$ cat config.mk
export PLATFORM = sky130hd
export DESIGN_NAME = ext_irq_wakeup_logic
export DESIGN_NICKNAME = d
export VERILOG_FILES = /design/src/verilog/ext_irq_wakeup_logic.v
export VERILOG_INCLUDE_DIRS = /design/src /design/src/common
export SDC_FILE = /design/constraint.sdc
export NUM_CORES = 1
export LEC_CHECK = 0
export ABC_AREA = 0
export BUFFER_PORTS_ARGS = -buffer_cell sky130_fd_sc_hd__buf_2
export CAP_MARGIN = 30
export CORE_ASPECT_RATIO = 1.1
export CORE_MARGIN = 1
export CORE_UTILIZATION = 49
export DETAILED_ROUTE_END_ITERATION = 8
export GPL_TIMING_DRIVEN = 0
export PLACE_DENSITY_LB_ADDON = 0.3
export SYNTH_ARGS = -nofsm -noshare
export SYNTH_HDL_FRONTEND = slang
export SYNTH_SLANG_ARGS = --single-unit
$ cat constraint.sdc
create_clock -name sys_clk -period 3.75 [get_ports sys_clk]
set_input_delay 0 -clock sys_clk [delete_from_list [all_inputs] [get_ports sys_clk]]
set_output_delay 0 -clock sys_clk [all_outputs]
set_load 0.005 [all_outputs]
$ cat src/common/wake_regs.vh
`ifndef WAKE_REGS_VH
`define WAKE_REGS_VH
// ======================================================
// register byte addresses
`define ADDR_WAKE_CONTROL 32'hFFF00020
`define ADDR_WAKE_FLAGS 32'hFFF00024
`define ADDR_IRQ_STATUS 32'hFFF00028
`define ADDR_IRQ_MASK 32'hFFF0002C
// ======================================================
// wake control fields
`define CTL_EN_A 0
`define CTL_EN_B 1
`define CTL_LVL_A 4
`define CTL_LVL_B 5
// ======================================================
// flag, status and mask fields share one layout
`define FLAG_PIN_A 0
`define FLAG_PIN_B 1
`define FLAG_W 2
// ======================================================
// reset values
`define RST_CONTROL 6'h00
`define RST_FLAGS 2'h0
`define RST_MASK 2'h0
// ======================================================
// bus response codes
`define RESP_OKAY 2'h0
`define RESP_SLVERR 2'h2
`endif

$ cat src/verilog/ext_irq_wakeup_logic.v
// Register access is over AXI4-Lite, implemented in this module.
`include "wake_regs.vh"

// ======================================================
// notes for integrators
// the pins are sampled on sys_clk, so this block only
// sees a wake level while sys_clk still runs; a design
// that gates sys_clk in power-down must keep this block
// on an ungated branch of the clock tree
// a pin level must stand for two cycles before it
// is acted on; single-cycle pulses are treated as noise
// the wake flags and the interrupt status are separate
// copies: software may poll one and route the other to
// the interrupt controller without the two interfering

module ext_irq_wakeup_logic #(
  parameter ADDR_W = 32
) (
  input wire sys_clk, // system clock, 40 MHz
  input wire rst_n, // synchronous reset, active low
  input wire ext_request_pin_a, // first request pin, async
  input wire ext_request_pin_b, // second request pin, async
  input wire power_down_active, // chip is in power-down
  output reg wake_request, // starts clock recovery
  output reg irq, // level interrupt, status masked by the mask register
  input wire [ADDR_W-1:0] s_axi_awaddr, // write address
  input wire s_axi_awvalid, // write address valid
  output reg s_axi_awready, // write address ready
  input wire [31:0] s_axi_wdata, // write data
  input wire [3:0] s_axi_wstrb, // write byte enables
  input wire s_axi_wvalid, // write data valid
  output reg s_axi_wready, // write data ready
  output reg [1:0] s_axi_bresp, // write response
  output reg s_axi_bvalid, // write response valid
  input wire s_axi_bready, // write response ready
  input wire [ADDR_W-1:0] s_axi_araddr, // read address
  input wire s_axi_arvalid, // read address valid
  output reg s_axi_arready, // read address ready
  output reg [31:0] s_axi_rdata, // read data
  output reg [1:0] s_axi_rresp, // read response
  output reg s_axi_rvalid, // read data valid
  input wire s_axi_rready // read data ready
);

  // ======================================================
  // declarations
  // pin conditioning
  wire [1:0] pin_raw;
  reg [1:0] sync1_reg;
  reg [1:0] sync2_reg;
  reg [1:0] sync3_reg;
  reg [1:0] pin_level_reg;
  wire [1:0] pin_en;
  wire [1:0] pin_lvl;
  wire [1:0] pin_match;
  wire [1:0] wake_event;
  // register file
  reg [5:0] control_reg;
  reg [5:0] control_next;
  reg [1:0] flags_reg;
  reg [1:0] flags_next;
  reg [1:0] status_reg;
  reg [1:0] status_next;
  reg [1:0] mask_reg;
  reg [1:0] mask_next;
  // bus capture
  reg [ADDR_W-1:0] awaddr_reg;
  reg aw_held_reg;
  reg [31:0] wdata_reg;
  reg [3:0] wstrb_reg;
  reg w_held_reg;
  wire do_write;
  wire wr_lane0;
  reg wr_hit;
  reg [31:0] rd_word;
  reg rd_hit;

  assign pin_raw = {ext_request_pin_b, ext_request_pin_a};

  // ======================================================
  // per-pin input conditioning and wake match
  // latency from a pin change to wake_request: one edge
  // per stage, one for the agreement check and one for the
  // registered output, so about five edges in all
  // the pins idle high, so for a few cycles after reset
  // the filtered level reads low; control resets to all
  // disabled, which keeps that from raising a wake
  genvar gi;
  generate
    for (gi = 0; gi < 2; gi = gi + 1) begin : g_pin
      // three stages; only the second and third are compared
      always @(posedge sys_clk) begin
        if (!rst_n) begin
          sync1_reg[gi] <= 1'b0;
          sync2_reg[gi] <= 1'b0;
          sync3_reg[gi] <= 1'b0;
        end else begin
          sync1_reg[gi] <= pin_raw[gi];
          sync2_reg[gi] <= sync1_reg[gi];
          sync3_reg[gi] <= sync2_reg[gi];
        end
      end

      // a change is accepted once two stages agree, which
      // rejects a single-cycle glitch at the cost of a cycle
      always @(posedge sys_clk) begin
        if (!rst_n) begin
          pin_level_reg[gi] <= 1'b0;
        end else if (sync2_reg[gi] == sync3_reg[gi]) begin
          pin_level_reg[gi] <= sync3_reg[gi];
        end
      end

      // level 1 wakes on high, level 0 wakes on low
      assign pin_match[gi] = pin_en[gi] &
        (pin_level_reg[gi] == pin_lvl[gi]);
      // only while powered down does a match count as wake
      assign wake_event[gi] = pin_match[gi] &
        power_down_active;
    end
  endgenerate

  // ======================================================
  // control field taps
  // reserved control bits 2, 3 and 6 up are not stored
  assign pin_en[0] = control_reg[`CTL_EN_A];
  assign pin_en[1] = control_reg[`CTL_EN_B];
  assign pin_lvl[0] = control_reg[`CTL_LVL_A];
  assign pin_lvl[1] = control_reg[`CTL_LVL_B];

  // ======================================================
  // wake request toward the clock recovery logic
  // held as a level so recovery sees it even if slow
  // it drops one edge after the match ends or power-down
  // ends, so recovery must latch it if it needs a pulse
  always @(posedge sys_clk) begin
    if (!rst_n) begin
      wake_request <= 1'b0;
    end else begin
      wake_request <= |wake_event;
    end
  end

  // ======================================================
  // bus write channel: address and data taken in any order
  // awready and wready fall on their own handshake and
  // only rise again with the write response; this caps
  // the bus at one write in flight, which keeps the
  // register update and the response in lockstep
  assign do_write = aw_held_reg & w_held_reg & ~s_axi_bvalid;
  assign wr_lane0 = wstrb_reg[0];

  always @(posedge sys_clk) begin
    if (!rst_n) begin
      s_axi_awready <= 1'b1;
      aw_held_reg <= 1'b0;
      awaddr_reg <= {ADDR_W{1'b0}};
    end else if (s_axi_awvalid & s_axi_awready) begin
      s_axi_awready <= 1'b0;
      aw_held_reg <= 1'b1;
      awaddr_reg <= s_axi_awaddr;
    end else if (s_axi_bvalid & s_axi_bready) begin
      s_axi_awready <= 1'b1;
      aw_held_reg <= 1'b0;
    end
  end

  // data side mirrors the address side
  always @(posedge sys_clk) begin
    if (!rst_n) begin
      s_axi_wready <= 1'b1;
      w_held_reg <= 1'b0;
      wdata_reg <= 32'h00000000;
      wstrb_reg <= 4'h0;
    end else if (s_axi_wvalid & s_axi_wready) begin
      s_axi_wready <= 1'b0;
      w_held_reg <= 1'b1;
      wdata_reg <= s_axi_wdata;
      wstrb_reg <= s_axi_wstrb;
    end else if (s_axi_bvalid & s_axi_bready) begin
      s_axi_wready <= 1'b1;
      w_held_reg <= 1'b0;
    end
  end

  // address decode for writes
  always @* begin
    case (awaddr_reg)
      `ADDR_WAKE_CONTROL: wr_hit = 1'b1;
      `ADDR_WAKE_FLAGS: wr_hit = 1'b1;
      `ADDR_IRQ_STATUS: wr_hit = 1'b1;
      `ADDR_IRQ_MASK: wr_hit = 1'b1;
      default: wr_hit = 1'b0;
    endcase
  end

  // response follows once both halves are in
  // an unmapped address is still answered, with an error,
  // so a stray write can never hang the bus
  always @(posedge sys_clk) begin
    if (!rst_n) begin
      s_axi_bvalid <= 1'b0;
      s_axi_bresp <= `RESP_OKAY;
    end else if (do_write) begin
      s_axi_bvalid <= 1'b1;
      s_axi_bresp <= wr_hit ? `RESP_OKAY : `RESP_SLVERR;
    end else if (s_axi_bready) begin
      s_axi_bvalid <= 1'b0;
    end
  end

  // ======================================================
  // register next values
  // all fields sit in byte lane 0, other lanes are ignored
  // a write with lane 0 disabled is answered okay but
  // changes nothing, since no field lives above bit 7
  always @* begin
    control_next = control_reg;
    mask_next = mask_reg;
    if (do_write & wr_lane0) begin
      if (awaddr_reg == `ADDR_WAKE_CONTROL) begin
        control_next = {wdata_reg[`CTL_LVL_B],
          wdata_reg[`CTL_LVL_A], 2'b00,
          wdata_reg[`CTL_EN_B], wdata_reg[`CTL_EN_A]};
      end
      if (awaddr_reg == `ADDR_IRQ_MASK) begin
        mask_next = wdata_reg[`FLAG_W-1:0];
      end
    end
  end

  // wake flags: a written zero clears, a wake event sets;
  // the set wins if both land in the same cycle
  always @* begin
    flags_next = flags_reg;
    if (do_write & wr_lane0 &
        (awaddr_reg == `ADDR_WAKE_FLAGS)) begin
      flags_next = flags_reg & wdata_reg[`FLAG_W-1:0];
    end
    flags_next = flags_next | wake_event;
  end

  // interrupt status: write one to clear, set wins
  // status uses write-one-to-clear while the wake flags
  // use write-zero-to-clear; the two are kept apart so a
  // handler can acknowledge the interrupt without losing
  // the record of which pin woke the chip
  always @* begin
    status_next = status_reg;
    if (do_write & wr_lane0 &
        (awaddr_reg == `ADDR_IRQ_STATUS)) begin
      status_next = status_reg & ~wdata_reg[`FLAG_W-1:0];
    end
    status_next = status_next | wake_event;
  end

  // ======================================================
  // register state
  // one process holds control, flags, status and mask so reset is uniform
  always @(posedge sys_clk) begin
    if (!rst_n) begin
      control_reg <= `RST_CONTROL;
      flags_reg <= `RST_FLAGS;
      status_reg <= `RST_FLAGS;
      mask_reg <= `RST_MASK;
    end else begin
      control_reg <= control_next;
      flags_reg <= flags_next;
      status_reg <= status_next;
      mask_reg <= mask_next;
    end
  end

  // ======================================================
  // interrupt output, registered from next state so it
  // tracks status and mask with no extra cycle of lag
  // masking a set status bit drops irq at the same edge
  always @(posedge sys_clk) begin
    if (!rst_n) begin
      irq <= 1'b0;
    end else begin
      irq <= |(status_next & mask_next);
    end
  end

  // ======================================================
  // bus read channel
  // reads never stall writes and writes never stall
  // reads; a read that races a write returns the value
  // from before the write's update edge
  // read data mux; reserved bits read as zero
  always @* begin
    rd_word = 32'h00000000;
    rd_hit = 1'b1;
    case (s_axi_araddr)
      `ADDR_WAKE_CONTROL: begin
        rd_word[`CTL_EN_A] = control_reg[`CTL_EN_A];
        rd_word[`CTL_EN_B] = control_reg[`CTL_EN_B];
        rd_word[`CTL_LVL_A] = control_reg[`CTL_LVL_A];
        rd_word[`CTL_LVL_B] = control_reg[`CTL_LVL_B];
      end
      `ADDR_WAKE_FLAGS: begin
        rd_word[`FLAG_W-1:0] = flags_reg;
      end
      `ADDR_IRQ_STATUS: begin
        rd_word[`FLAG_W-1:0] = status_reg;
      end
      `ADDR_IRQ_MASK: begin
        rd_word[`FLAG_W-1:0] = mask_reg;
      end
      default: begin
        rd_hit = 1'b0;
      end
    endcase
  end

  // one read at a time; data is captured on the address
  // handshake so it stays stable while rready is low
  always @(posedge sys_clk) begin
    if (!rst_n) begin
      s_axi_arready <= 1'b1;
      s_axi_rvalid <= 1'b0;
      s_axi_rdata <= 32'h00000000;
      s_axi_rresp <= `RESP_OKAY;
    end else if (s_axi_arvalid & s_axi_arready) begin
      s_axi_arready <= 1'b0;
      s_axi_rvalid <= 1'b1;
      s_axi_rdata <= rd_word;
      s_axi_rresp <= rd_hit ? `RESP_OKAY : `RESP_SLVERR;
    end else if (s_axi_rvalid & s_axi_rready) begin
      s_axi_arready <= 1'b1;
      s_axi_rvalid <= 1'b0;
    end
  end

endmodule // ext_irq_wakeup_logic

* Word-level counts from Yosys, hierarchy flattened
Cells that the tools add are included.
Word-level totals: bits in registers 74, output and inout port bits 43, input port bits 110, logic and storage cells 91
Operators by class: reductions and logical operators 9, bitwise logic cells 21, equality and inequality tests 12, multiplexer cells 22
Operators by type and width (number):
- $eq A32 B32 Y1 const B | 8
- $and A1 B1 Y1 | 14
- $mux W1 | 14
- $mux W2 | 7
- $pmux W2 S4 | 1
- $reduce_bool A2 Y1 | 4
- $reduce_or A4 Y1 | 2
- $and A2 B2 Y2 | 3
- $eq A1 B1 Y1 | 4
- $or A2 B2 Y2 | 2
- $reduce_or A2 Y1 | 2
- $not A2 Y2 | 1
- $reduce_and A2 Y1 | 1
- $not A1 Y1 | 1

* Depth between registers and ports, before layout
word-level depth 8, mapped depth 5, gate-level depth less buffers 5

* Worst setup path after synthesis
No wires, ideal clock.
kind register to register, start register awaddr_reg[0], end register irq, path slack 1593 ps, required time 3623 ps, arrival 2030 ps, library setup time 127 ps, cell stages (with the launch flop) 6, period minus slack after synthesis 2157 ps, path buffers 0, cells stage by stage dfxtp_1 or4b_1 or4_4 or4_4 mux2i_1 o22ai_1
Between the ends: cells in the longest elaborated chain, start to end 6, elaborated cells between the ends (all ways) 9, those cells by class eq/ne: 2; mux: 3; bitwise: 3; reduce/logical: 1
RTL lines:
- from (decl) | RTL line ext_irq_wakeup_logic.v:67 | reg [ADDR_W-1:0] awaddr_reg;
- from (signal assigned) | RTL line ext_irq_wakeup_logic.v:157 | awaddr_reg <= {ADDR_W{1'b0}};
- from (signal assigned) | RTL line ext_irq_wakeup_logic.v:161 | awaddr_reg <= s_axi_awaddr;
- $eq A32 B32 Y1
- $and A1 B1 Y1 | RTL line ext_irq_wakeup_logic.v:250 | if (do_write & wr_lane0 &
- $mux W2 | RTL line ext_irq_wakeup_logic.v:250
- $or A2 B2 Y2 | RTL line ext_irq_wakeup_logic.v:254 | status_next = status_next | wake_event;
- $and A2 B2 Y2 * | RTL line ext_irq_wakeup_logic.v:282 | irq <= |(status_next & mask_next);
- $reduce_or A2 Y1 * | RTL line ext_irq_wakeup_logic.v:282
- to (signal assigned) | RTL line ext_irq_wakeup_logic.v:282
- to (decl) | RTL line ext_irq_wakeup_logic.v:25 | output reg irq,
Mark *: on every way between the ends. The rest lies on a longest branch, timed or not. A chain may end at the register's enable or synchronous reset.

* Worst setup path in the final report
Ends and elaborated chain as after synthesis.

==> impl_metrics.yaml <==
clock_network:
  cts_resized: 0
  cts_buffers: 9
  insertion_delay_ns: 0.35
  cts_root_buffer: "clkbuf_8"
  clock_path_buffers: 2
  clkTransAtPathRegs_ns: 0.08
  h-tree-depth: 3
  cts.sinks: 70
  cts_tree: "done"
global_route:
  busiest_layer: "met2"
  grt.met2_usage_pct: 40.7
  antenna_found_initial: 0
  grt_max_degree: 12
  grt_use_met3_pct: 6.41
  grt_pass1_vias: 2710
  grtUsageTotal_pct: 23.6
  gr-total-overflow: 0
  grt_pass1_wl_mm: 12.0
  grt_use_met1_pct: 26.7
routing:
  avgViaCountPerCell: 4.71
  drt-initial-drc-count: 134
  antenna_left: 0
  drtPass1Iterations: 4
  avgRoutedWirePerCell_um: 11.9
  drc_errors: 0
  wl_mm: 7.07
  num_vias: 2786
sta:
  setup_viol: 0
  rsz0062_at_grt: "false"
  final.setup_skew_ns: 0.0115
  fin_tns_setup_ns: 0
  period_needed_ns: 2.30
  drv_slew: 0
  max_clock_freq_mhz: 434
  fin_crit_sh_pct: 61.4
  hold_viol_final: 0
synthesis:
  ys_ff_latch: 70
  ys_seq_area_share_pct: 46.6
  synth.yosys.warnings: 0
  synth_area_sq_mm: 0.00301
  synthCells: 339
  synth_edf_count: 0
  ys_types: 37
  ys_async_sr_fraction_pct: 0
  avgSynthCellArea_sq_um: 8.88
  synth_ff_type: "dfxtp_1"
worst_setup_path:
  crit_chain: "or4b_1 -> or4_4 -> or4_4 -> mux2i_1 -> o22ai_1"
  critPathKind: "flop to flop"
  slowest_delay_ns: 0.52
  cp_common_cell: "or4_4"
  slowest_stage: "or4b_1"
  critPathRequiredTime_ns: 3.97
  cp-start-kind: "flop"
  path_delay_family: "simple AND/OR/NAND/NOR gates"
  cp_data_arrival_time_ns: 2.52
  path_max_fanout: 5
  critPathCaptureType: "flop"
  path_buf_inv: 0
cells_and_area:
  largest_reg_flops: 32
  num_antenna_cells: 0
  fill_cells: 443
  multiInputGateArea_sq_mm: 0.00142
  stdcell_area_sq_mm: 0.00429
  register_area_sq_mm: 0.00140
  most-common-layout-cells: "90 x buf_2, 88 x nand2_1, 70 x dfxtp_1, 45 x a21boi_0, 42 x dlygate4sd3_1"
  nNetsFinal: 621
  syn2layout_area_growth_pct: 42.5
  drive_above_1_share_pct: 27.8
  mostFrequentLayoutCell: "buf_2"
outcome:
  status: "finished, final reports clean"
die:
  initial_core_util_pct: 51.5
  placementRows: 29
  fp.coreArea_sq_mm: 0.00584
  ioPinCount: 153
  die_w_um: 76.7
  die_h_um: 84.2
  dieArea_sq_mm: 0.00646
run:
  cap_violations: 0
power_and_ir_drop:
  powerDensity_mw_per_mm2: 382
  vdd_ir_drop_max_mv: 0.347
  leakagePower_uw: 0.00193
placement:
  io_buffers: 90
  place_congestion: 0.763
  place_area_sq_mm: 0.00366
  dp_hpwl_mm: 4.82
hold_path:
  hp-class: "input port to flop"
## worst paths after layout
| check | from | endpoint | slack (ns) | cells past startpoint |
|---|---|---|---|---|
| setup / recovery | awaddr_reg[0] | irq | 1.45 | 5 |
| hold / removal | s_axi_araddr[2] | s_axi_rdata[4] | 0.009 | 3 |
| setup reg to reg | awaddr_reg[0] | irq | 1.45 | 5 |
| hold reg to reg | sync1_reg[1] | sync2_reg[1] | 0.44 | 1 |
## cell usage after synthesis, types with 2 or more instances
library cell	number	area [sq um]
nand2_1	88	330
nor2b_1	9	56.3
xnor2_1	2	17.5
nand4b_1	2	17.5
clkbuf_1	11	41.3
a21o_2	2	17.5
o211a_1	2	20.0
nand2b_1	3	18.8
buf_1	3	11.3
mux4_2	2	45.0
o21ai_0	9	45.0
nor3_1	2	10.0
a21boi_0	45	338
nor2_1	5	18.8
or4_4	2	22.5
and2_1	8	50.1
or4_1	2	15.0
and3_1	2	12.5
nand4_1	5	31.3
a21oi_1	4	20.0
nor4_1	7	43.8
mux2i_1	6	60.1
or4b_2	2	20.0
buf_4	30	225
inv_1	4	15.0
dfxtp_1	70	1400
o21a_1	2	15.0
## metal layers
| layer | wire [um] | vias to the layer above | part of all wire (%) |
|---|---|---|---|
| met2 | 3440 | 107 | 49 |
| met1 | 3000 | 1234 | 42 |
| met5 | 0 | - | 0 |
| li1 | - | 1427 | - |
| met4 | 187 | 0 | 2.6 |
| met3 | 445 | 18 | 6.3 |
## report_power, final
group	switching, uW	total [uW]	leakage [uW]	internal [uW]
Clock	270	637	0.000106	367
Sequential	20.1	798	0.000573	778
Combinational	88.4	204	0.00125	116
Total	378	1640	0.00193	1260
## worst min-delay path, stage by stage
cell      delay (ns)
buf_2           0.12
or4b_2          0.12
a21boi_0        0.07
## per-stage QoR
stage / total power (uW) / hold WS, ns / util [%] / setup WS, ns / cells
global route: 1710 / 0.0141 / 73.4 / 1.39 / 592
detailed placement: 981 / 0.212 / 62.7 / 1.47 / 535
CTS: 1640 / 0.00155 / 73.4 / 1.45 / 592
floorplan: 910 / 0.127 / - / 1.59 / 368
finish: 1640 / 0.00938 / 73.4 / 1.45 / 592
global placement: 976 / 0.206 / 62.7 / 1.47 / 535
## final cells by class
| cell class | count | share of cell area (%) |
|---|---|---|
| Clock buffer | 10 | 2.98 |
| Timing Repair Buffer | 132 | 20.3 |
| Sequential cell | 70 | 32.7 |
| Inverter | 4 | 0.350 |
| Buffer | 44 | 6.48 |
| Tap cell | 77 | 2.25 |
| Multi-Input combinational cell | 250 | 33.2 |
| Clock inverter | 5 | 1.75 |
## cell families after synthesis
logic type | Yosys count | synth area share, %
flops | 70 | 46.6
mux | 8 | 3.49
simple gates | 145 | 24.2
buf+inv | 48 | 9.73
compound gates | 65 | 15.3
xor+xnor | 2 | 0.582
other cells | 1 | 0.125
## repair_timing
item | 4_1_cts | 5_1_grt
buffers inserted | 0 | 0
hold endpoints to repair | 43 | 0
hold buffers | 42 | 0
(Power assumes the default switching activity.)
